**src/verilog/fwx_pkg.sv**
```systemverilog
// package: register map, field positions and timing for the fifo pair host
package fwx_pkg;
	localparam int unsigned DATA_W = 18;
	localparam int unsigned SLICE_W = 9;
	localparam int unsigned NDEV = 2;
	localparam int unsigned ADDR_W = 8;
	// =====================================================================
	// register byte offsets
	localparam logic [7:0] CTRL_OFF = 8'h00;
	localparam logic [7:0] STATUS_OFF = 8'h04;
	localparam logic [7:0] WDATA_OFF = 8'h08;
	localparam logic [7:0] POP_OFF = 8'h0c;
	localparam logic [7:0] RDATA_OFF = 8'h10;
	localparam logic [7:0] IRQ_STAT_OFF = 8'h14;
	localparam logic [7:0] IRQ_MASK_OFF = 8'h18;
	// =====================================================================
	// field positions
	localparam int unsigned CTRL_MODE_BIT = 0;
	localparam int unsigned CTRL_RESET_BIT = 1;
	localparam int unsigned ST_EMPTY_BIT = 0;
	localparam int unsigned ST_FULL_BIT = 1;
	localparam int unsigned ST_BUSY_BIT = 2;
	localparam int unsigned ST_MODE_BIT = 3;
	localparam int unsigned ST_RVALID_BIT = 4;
	localparam int unsigned EV_RESET_DONE = 0;
	localparam int unsigned EV_WRITE_DONE = 1;
	localparam int unsigned EV_READ_DONE = 2;
	localparam int unsigned EV_OVERFLOW = 3;
	localparam int unsigned EV_UNDERFLOW = 4;
	localparam int unsigned EV_W = 5;
	// =====================================================================
	// reset values
	localparam logic CTRL_MODE_RST = 1'b0;
	localparam logic [4:0] IRQ_MASK_RST = 5'h00;
	// =====================================================================
	// timing
	localparam int unsigned CLK_PERIOD_NS = 8;
	localparam int unsigned MRS_PULSE_NS = 10;
	localparam int unsigned MRS_CYCLES =
		(MRS_PULSE_NS + CLK_PERIOD_NS - 1) / CLK_PERIOD_NS;
	// input sync depth plus one cycle of skew between the paired devices
	localparam int unsigned SETTLE_CYCLES = 4;
	localparam int unsigned CNT_W = 4;
	typedef enum logic [2:0] {
		FWX_ST_MRS = 3'b000,
		FWX_ST_IDLE = 3'b001,
		FWX_ST_WRITE = 3'b010,
		FWX_ST_READ = 3'b011,
		FWX_ST_SETTLE = 3'b100
	} fwx_state_t;
endpackage

```
**src/verilog/fwx_host.sv**
```systemverilog
// host controller for two paralleled deep fifos in width expansion
`timescale 1ns/1ps
// =====================================================================
module fwx_host (
	input wire logic mclk_in, // clock, also the fifos' clocks
	input wire logic rst_n_in, // synchronous reset, active low
	input wire logic [7:0] addr_in, // register byte address
	input wire logic [31:0] wdata_in, // register write data
	input wire logic wr_in, // register write strobe
	input wire logic rd_in, // register read strobe
	output logic [31:0] rdata_out, // read data, cycle after rd_in
	output logic irq_out, // level interrupt
	output logic master_reset_n_out, // master reset to both fifos
	output logic first_word_fallthrough_out, // mode strap at reset
	output logic write_enable_n_out, // common write enable
	output logic read_enable_n_out, // common read enable
	output logic [17:0] write_data_out, // both 9-bit write slices
	input wire logic [17:0] read_data_in, // both 9-bit read slices
	input wire logic [1:0] empty_indicator_n_in, // per-device empty
	input wire logic [1:0] full_indicator_n_in, // per-device full
	input wire logic [1:0] output_ready_n_in, // per-device out ready
	input wire logic [1:0] input_ready_n_in // per-device in ready
);
	localparam int unsigned PIN_W = 26;
	localparam logic [3:0] MRS_CNT =
		4'(fwx_pkg::MRS_CYCLES);
	localparam logic [3:0] SETTLE_CNT =
		4'(fwx_pkg::SETTLE_CYCLES);

	// =====================================================================
	// composite flags
	// a device that lags by a cycle holds the composite back, so the
	// pair never claims a word or a slot only one device has
	function automatic logic can_read(input logic first_word_fallthrough,
		input logic [1:0] ef_n, input logic [1:0] or_n);
		if (first_word_fallthrough) begin
			can_read = ~(|or_n);
		end else begin
			can_read = &ef_n;
		end
	endfunction

	function automatic logic can_write(input logic first_word_fallthrough,
		input logic [1:0] ff_n, input logic [1:0] ir_n);
		if (first_word_fallthrough) begin
			can_write = ~(|ir_n);
		end else begin
			can_write = &ff_n;
		end
	endfunction

	// =====================================================================
	// pin synchronisers: three stages, value taken when two and three agree
	logic [PIN_W-1:0] pin_raw;
	logic [PIN_W-1:0] sync1_q;
	logic [PIN_W-1:0] sync2_q;
	logic [PIN_W-1:0] sync3_q;
	logic [PIN_W-1:0] pin_q;

	assign pin_raw = {read_data_in, empty_indicator_n_in,
		full_indicator_n_in, output_ready_n_in, input_ready_n_in};

	always_ff @(posedge mclk_in) begin
		if (!rst_n_in) begin
			sync1_q <= '0;
			sync2_q <= '0;
			sync3_q <= '0;
		end else begin
			sync1_q <= pin_raw;
			sync2_q <= sync1_q;
			sync3_q <= sync2_q;
		end
	end

	always_ff @(posedge mclk_in) begin
		if (!rst_n_in) begin
			pin_q <= '1;
		end else begin
			pin_q <= (sync2_q & sync3_q) | (pin_q & (sync2_q ^ sync3_q));
		end
	end

	logic [17:0] rd_bus;
	logic [1:0] ef_n;
	logic [1:0] ff_n;
	logic [1:0] or_n;
	logic [1:0] ir_n;
	assign rd_bus = pin_q[25:8];
	assign ef_n = pin_q[7:6];
	assign ff_n = pin_q[5:4];
	assign or_n = pin_q[3:2];
	assign ir_n = pin_q[1:0];

	// =====================================================================
	// register decode
	logic wr_ctrl;
	logic wr_wdata;
	logic wr_pop;
	logic wr_istat;
	logic wr_imask;
	logic rd_rdata;
	assign wr_ctrl = wr_in && addr_in == fwx_pkg::CTRL_OFF;
	assign wr_wdata = wr_in && addr_in == fwx_pkg::WDATA_OFF;
	assign wr_pop = wr_in && addr_in == fwx_pkg::POP_OFF;
	assign wr_istat = wr_in && addr_in == fwx_pkg::IRQ_STAT_OFF;
	assign wr_imask = wr_in && addr_in == fwx_pkg::IRQ_MASK_OFF;
	assign rd_rdata = rd_in && addr_in == fwx_pkg::RDATA_OFF;

	logic mode_req_q;
	logic mode_q;
	logic reset_req;
	assign reset_req = wr_ctrl && wdata_in[fwx_pkg::CTRL_RESET_BIT];

	// mode written by software only reaches the pin from a control write that also sets the reset bit while idle
	always_ff @(posedge mclk_in) begin
		if (!rst_n_in) begin
			mode_req_q <= fwx_pkg::CTRL_MODE_RST;
		end else if (wr_ctrl) begin
			mode_req_q <= wdata_in[fwx_pkg::CTRL_MODE_BIT];
		end
	end

	// =====================================================================
	// sequencer
	fwx_pkg::fwx_state_t state_q;
	fwx_pkg::fwx_state_t state_d;
	logic [3:0] cnt_q;
	logic [3:0] cnt_d;
	logic rdy_rd;
	logic rdy_wr;
	logic [17:0] pend_q;
	logic pend_wr_q;
	logic pend_rd_q;
	logic rd_pending_q;

	assign rdy_rd = can_read(mode_q, ef_n, or_n);
	assign rdy_wr = can_write(mode_q, ff_n, ir_n);

	logic idle_go_wr;
	logic idle_go_rd;
	assign idle_go_wr = state_q == fwx_pkg::FWX_ST_IDLE && pend_wr_q;
	assign idle_go_rd = state_q == fwx_pkg::FWX_ST_IDLE && !pend_wr_q &&
		pend_rd_q;

	always_comb begin
		state_d = state_q;
		cnt_d = cnt_q;
		case (state_q)
			fwx_pkg::FWX_ST_MRS: begin
				cnt_d = cnt_q - 4'h1;
				if (cnt_q == 4'h1) begin
					state_d = fwx_pkg::FWX_ST_SETTLE;
					cnt_d = SETTLE_CNT;
				end
			end
			fwx_pkg::FWX_ST_IDLE: begin
				if (reset_req) begin
					state_d = fwx_pkg::FWX_ST_MRS;
					cnt_d = MRS_CNT;
				end else if (idle_go_wr && rdy_wr) begin
					state_d = fwx_pkg::FWX_ST_WRITE;
				end else if (idle_go_rd && rdy_rd) begin
					state_d = fwx_pkg::FWX_ST_READ;
				end
			end
			fwx_pkg::FWX_ST_WRITE, fwx_pkg::FWX_ST_READ: begin
				state_d = fwx_pkg::FWX_ST_SETTLE;
				cnt_d = SETTLE_CNT;
			end
			fwx_pkg::FWX_ST_SETTLE: begin
				cnt_d = cnt_q - 4'h1;
				if (cnt_q == 4'h1) begin
					state_d = fwx_pkg::FWX_ST_IDLE;
				end
			end
			default: begin
				state_d = fwx_pkg::FWX_ST_IDLE;
				cnt_d = 4'h0;
			end
		endcase
	end

	always_ff @(posedge mclk_in) begin
		if (!rst_n_in) begin
			state_q <= fwx_pkg::FWX_ST_MRS;
			cnt_q <= MRS_CNT;
		end else begin
			state_q <= state_d;
			cnt_q <= cnt_d;
		end
	end

	// strap is latched on entry to master reset and held afterwards
	always_ff @(posedge mclk_in) begin
		if (!rst_n_in) begin
			mode_q <= fwx_pkg::CTRL_MODE_RST;
		end else if (state_q == fwx_pkg::FWX_ST_IDLE && reset_req) begin
			mode_q <= wdata_in[fwx_pkg::CTRL_MODE_BIT];
		end
	end

	// =====================================================================
	// pending requests: one word of write data, one pop
	logic ovf_ev;
	logic unf_ev;
	assign ovf_ev = (idle_go_wr && !rdy_wr) || (wr_wdata && pend_wr_q);
	assign unf_ev = (idle_go_rd && !rdy_rd) || (wr_pop && pend_rd_q);

	always_ff @(posedge mclk_in) begin
		if (!rst_n_in) begin
			pend_wr_q <= 1'b0;
			pend_q <= 18'h00000;
		end else if (wr_wdata && !pend_wr_q) begin
			pend_wr_q <= 1'b1;
			pend_q <= wdata_in[17:0];
		end else if (idle_go_wr) begin
			// refused writes are dropped and flagged, never retried
			pend_wr_q <= 1'b0;
		end
	end

	always_ff @(posedge mclk_in) begin
		if (!rst_n_in) begin
			pend_rd_q <= 1'b0;
		end else if (wr_pop && !pend_rd_q) begin
			pend_rd_q <= 1'b1;
		end else if (idle_go_rd) begin
			pend_rd_q <= 1'b0;
		end
	end

	// =====================================================================
	// device pins, all registered and shared by both devices
	always_ff @(posedge mclk_in) begin
		if (!rst_n_in) begin
			master_reset_n_out <= 1'b0;
			first_word_fallthrough_out <= fwx_pkg::CTRL_MODE_RST;
			write_enable_n_out <= 1'b1;
			read_enable_n_out <= 1'b1;
			write_data_out <= 18'h00000;
		end else begin
			master_reset_n_out <= state_d != fwx_pkg::FWX_ST_MRS;
			first_word_fallthrough_out <= mode_q;
			write_enable_n_out <= state_d != fwx_pkg::FWX_ST_WRITE;
			read_enable_n_out <= state_d != fwx_pkg::FWX_ST_READ;
			if (state_d == fwx_pkg::FWX_ST_WRITE) begin
				write_data_out <= pend_q;
			end
		end
	end

	// =====================================================================
	// read capture
	// fall-through: the word is on the pins before the read strobe;
	// classic: it shows after the strobe and needs the whole sync delay,
	// which only ends in the first idle cycle after the settle
	logic [17:0] rword_q;
	logic rvalid_q;
	logic cap_now;
	assign cap_now = (mode_q && state_q == fwx_pkg::FWX_ST_READ) ||
		(!mode_q && rd_pending_q && state_q == fwx_pkg::FWX_ST_IDLE);

	always_ff @(posedge mclk_in) begin
		if (!rst_n_in) begin
			rd_pending_q <= 1'b0;
		end else if (state_q == fwx_pkg::FWX_ST_READ) begin
			rd_pending_q <= 1'b1;
		end else if (state_q == fwx_pkg::FWX_ST_IDLE) begin
			rd_pending_q <= 1'b0;
		end
	end

	always_ff @(posedge mclk_in) begin
		if (!rst_n_in) begin
			rword_q <= 18'h00000;
			rvalid_q <= 1'b0;
		end else if (cap_now) begin
			rword_q <= rd_bus;
			rvalid_q <= 1'b1;
		end else if (rd_rdata) begin
			rvalid_q <= 1'b0;
		end
	end

	// =====================================================================
	// interrupts: sticky events, write one to clear, set wins
	logic [4:0] ev;
	logic [4:0] istat_q;
	logic [4:0] imask_q;
	logic mrs_done;
	assign mrs_done = state_q == fwx_pkg::FWX_ST_MRS && cnt_q == 4'h1;
	assign ev = {unf_ev, ovf_ev, cap_now,
		state_q == fwx_pkg::FWX_ST_WRITE, mrs_done};

	always_ff @(posedge mclk_in) begin
		if (!rst_n_in) begin
			istat_q <= 5'h00;
		end else if (wr_istat) begin
			istat_q <= (istat_q & ~wdata_in[4:0]) | ev;
		end else begin
			istat_q <= istat_q | ev;
		end
	end

	always_ff @(posedge mclk_in) begin
		if (!rst_n_in) begin
			imask_q <= fwx_pkg::IRQ_MASK_RST;
		end else if (wr_imask) begin
			imask_q <= wdata_in[4:0];
		end
	end

	assign irq_out = |(istat_q & imask_q);

	// =====================================================================
	// register read, one cycle after the strobe; unmapped reads zero
	logic [31:0] rsel;
	logic busy;
	assign busy = state_q != fwx_pkg::FWX_ST_IDLE || pend_wr_q || pend_rd_q;

	always_comb begin
		rsel = 32'h00000000;
		case (addr_in)
			fwx_pkg::CTRL_OFF: begin
				rsel[fwx_pkg::CTRL_MODE_BIT] = mode_req_q;
			end
			fwx_pkg::STATUS_OFF: begin
				rsel[fwx_pkg::ST_EMPTY_BIT] = !rdy_rd;
				rsel[fwx_pkg::ST_FULL_BIT] = !rdy_wr;
				rsel[fwx_pkg::ST_BUSY_BIT] = busy;
				rsel[fwx_pkg::ST_MODE_BIT] = mode_q;
				rsel[fwx_pkg::ST_RVALID_BIT] = rvalid_q;
			end
			fwx_pkg::RDATA_OFF: begin
				rsel[17:0] = rword_q;
			end
			fwx_pkg::IRQ_STAT_OFF: begin
				rsel[4:0] = istat_q;
			end
			fwx_pkg::IRQ_MASK_OFF: begin
				rsel[4:0] = imask_q;
			end
			default: begin
				rsel = 32'h00000000;
			end
		endcase
	end

	always_ff @(posedge mclk_in) begin
		if (!rst_n_in) begin
			rdata_out <= 32'h00000000;
		end else begin
			rdata_out <= rd_in ? rsel : 32'h00000000;
		end
	end
endmodule

```
**config.mk**
```make
export PLATFORM = sky130hd
export DESIGN_NAME = fwx_host
export DESIGN_NICKNAME = d
export VERILOG_FILES = /design/src/verilog/fwx_pkg.sv /design/src/verilog/fwx_host.sv
export SDC_FILE = /design/constraint.sdc
export NUM_CORES = 1
export LEC_CHECK = 0
export BUFFER_PORTS_ARGS = -buffer_cell sky130_fd_sc_hd__buf_4
export CAP_MARGIN = 20
export CELL_PAD_IN_SITES_DETAIL_PLACEMENT = 1
export CELL_PAD_IN_SITES_GLOBAL_PLACEMENT = 1
export CORE_MARGIN = 2
export CORE_UTILIZATION = 47
export CTS_CLUSTER_SIZE = 24
export DETAILED_ROUTE_END_ITERATION = 10
export GPL_TIMING_DRIVEN = 0
export PLACE_DENSITY = 0.88
export SLEW_MARGIN = 10
export SYNTH_ARGS = -nofsm -noshare
export SYNTH_HDL_FRONTEND = slang
export SYNTH_SLANG_ARGS = --single-unit
```
**constraint.sdc**
```tcl
create_clock -name mclk_in -period 3.2 [get_ports mclk_in]
set_clock_uncertainty 0.05 [all_clocks]
set_input_delay 0.64 -clock mclk_in [delete_from_list [all_inputs] [get_ports mclk_in]]
set_output_delay 0.64 -clock mclk_in [all_outputs]
set_load 0.02 [all_outputs]
```
==> impl_metrics.yaml <==
outcome:
  outcome: "completed"
worst_setup_path:
  critPathKind: "flop to primary output"
  slowest_stage: "a222oi_1"
  r2r-end: "rword_q[7]"
  worstSetupEndpointType: "primary output"
  crit_chain: "a222oi_1, nand2_1, buf_4"
  arrival_ps: 1520
  timing.rr.start: "state_q[1]"
  rrSetupSlack_ps: 1300
  crit_family: "compound AO/OA/AOI/OAI gates"
  r2r_cells: 6
  crit_buf_inv: 1
  cp_max_fo: 3
  startpoint_type: "flop"
  worstPathRequired_ps: 2510
  worst_path_largest_cell_delay_ps: 410
synth:
  synth_largest_area_cell: "dfxtp_1"
  syn_avg_cell_area_um2: 10.8
  syn_area_um2: 7350
  ys_seq_area_share_pct: 55.3
  synth_async_sr_flop_share_pct: 0
  synthCells: 679
  synth_simple_gate_area_share_pct: 20.1
  muxShareOfSynthArea_pct: 6.56
  synth-compound-area-share_pct: 8.82
  synth_seq_cells: 203
  yosysWarnings: 0
  yosysUniqueCellTypes: 70
  synth_top_family_by_area: "simple AND/OR/NAND/NOR gates"
  yosys.area.top_type_share_pct: 55.3
  synth_fa_ha_area_share_pct: 4.77
  synth_xor_area_share_pct: 0.119
  synthFlopType: "dfxtp_1"
  synth_edf_count: 0
  synthTopCellsByArea: "dfxtp_1, and2_1, mux2i_1, ha_1, a211o_1"
global_routing:
  grt_pass1_vias: 5697
  grt_start_max_net_pins: 15
  antenna_found_initial: 0
  grt-ovfl-total: 0
  grt_pass1_wl_um: 28900
  grtUsageTotal_pct: 21.9
cts:
  cts_resized: 0
  cts_root_buf: "clkbuf_16"
  insertion_delay_ps: 490
  cts.sinks: 203
  clock_path_buffers: 3
  holdBufCountCts: 0
  cts_tree: "yes"
  clk_pin_slew_ps: 60
  cts.htree.levels: 1
  cts_setup_buffers: 0
  cts_buffers: 21
sta:
  rsz0062_at_grt: "no"
  finalSetupViolCount: 0
  tightest_slew_ps: 842
  fmax_mhz: 453
  hold_ws_ps: 307
  slew_violations: 0
  layout_worst_path_cycle_share_pct: 69.0
  hold_viol: 0
  fin_crit_ps: 2210
  relSlewSlack_pct: 43.1
  fin_tns_setup_ps: 0
worst_hold_path:
  min_path_cells: 2
  holdPathEnd: "sync1_q[14]"
  hp-class: "input pin to flop"
  hp-start: "read_data_in[6]"
floorplanning:
  pin_count: 125
  die_height_um: 129
  rows: 45
  core-area_um2: 15300
  dieWidth_um: 129
  initial_core_util_pct: 48.2
  die-area_um2: 16700
detailed_routing:
  vias: 5316
  met2_length_um: 9540
  drt-vias-per-instance: 5.14
  wl_met3_um: 648
  totalWireLength_um: 17900
  wl_per_cell_um: 17.4
  dr.first_iter.drc_count: 247
  drtPass1Iterations: 4
  wl_met1_um: 7380
  drc_errors: 0
  top_layer: "met4"
  ant_nets: 0
final_layout:
  drive_above_1_share_pct: 21.0
  syn_to_final_growth_pct: 22.9
  n_antenna_cell: 0
  final_cells: 1034
  finalNetCount: 908
place:
  placed_cells: 998
  numPortBuffers: 95
  place.gp.congestion: 0.848
  dp_hpwl_um: 12600
job:
  maxCapViolCount: 0
power_and_ir_drop:
  power_density_nw_per_um2: 588
  max-vdd-ir-drop_mv: 0.470
  p_leak_nw: 4.06
[worst max path at each step]
stage / startpoint / end / slack, ps / cells after the start
6_report: istat_q[3] / irq_out / 990 / 3
5_1_grt: rst_n_in / pend_q[3] / 940 / 6
4_1_cts: istat_q[3] / irq_out / 1000 / 3
3_5_place_dp: rst_n_in / istat_q[1] / 650 / 6
3_3_place_gp: rst_n_in / istat_q[1] / 750 / 6
2_1_floorplan: addr_in[3] / write_data_out[10] / 1240 / 7
[area by class of cell]
cell class,count,area (um^2)
tap,211,264
sequential,203,4060
multi-input combinational,434,3020
fill,1668,6230
clock inverter,8,71.3
clock buffer,28,582
buffer,50,298
inverter,5,18.8
timing repair buffer,95,713
[worst register-to-register path, stage by stage (launching register included)]
cell and delay [ps]:
dfxtp_1 330, buf_2 190, or3b_1 380, a21oi_2 210, buf_4 270, mux2i_1 270, nor2_1 80
[metrics by stage]
step	instance area [um^2]	total power, mW	util [%]	setup slack [ps]
global placement	8370	3.02	54.9	754
CTS	9030	5.35	59.2	1000
detailed placement	8370	3.05	54.9	650
floorplan	7400	2.90	-	1240
global route	9030	5.50	59.2	938
finish	9030	5.31	59.2	992
[registers in the layout, summed over array words and instances, names as in the netlist, 3 cells and up]
signal / flops
cnt_q: 4
sync1_q: 26
rword_q: 18
state_q: 3
istat_q: 5
write_data_out: 18
rdata_out: 18
pin_q: 26
sync2_q: 26
imask_q: 5
sync3_q: 26
pend_q: 18
[cell families after synthesis]
kind of cell,Yosys count
AO/OA/AOI/OAI,89
XOR/XNOR,1
adder cells (fa/ha/maj),28
buffers and inverters,55
flip-flops,203
multiplexers,48
other,1
AND/OR/NAND/NOR,254
[layer usage]
| layer | up-vias | track usage (%) |
|---|---|---|
| met4 | 0 | 6.20 |
| met5 | - | 0 |
| met1 | 2588 | 25.2 |
| met3 | 36 | 3.34 |
| met2 | 124 | 41.9 |
| li1 | 2568 | - |
[synth_stat cells, types with 2 or more instances]
master / count
a211o_1: 26
a21oi_1: 9
a22oi_1: 3
a31o_2: 2
a31oi_1: 4
and2_1: 95
and3b_1: 3
buf_2: 6
buf_4: 19
buf_6: 2
clkbuf_1: 21
dfxtp_1: 203
ha_1: 28
inv_1: 4
mux2i_1: 47
nand2_1: 56
nand2b_1: 2
nand3_1: 27
nor2_1: 34
nor2b_1: 3
nor3_1: 6
nor3b_1: 2
nor4_4: 2
nor4b_1: 2
o21ai_0: 23
o2bb2ai_1: 4
o31ai_1: 2
or3b_1: 2
[power by group]
part           total, mW  switching [mW]  internal (mW)
Clock               2.31           0.956           1.36
Combinational      0.335           0.178          0.157
Sequential          2.66          0.0505           2.61
[cells in the final DEF (no fill, tap or decap), drive strengths merged, types with 7 or more instances in the layout]
| master | count |
|---|---|
| o21ai | 24 |
| nor3 | 8 |
| a211o | 26 |
| nand2 | 56 |
| mux2i | 47 |
| nor2 | 34 |
| a21oi | 10 |
| buf | 124 |
| conb | 14 |
| clkbuf | 49 |
| clkinv | 7 |
| and2 | 95 |
| ha | 28 |
| dfxtp | 203 |
| nand3 | 28 |
Power figures use the tool's default switching activity.
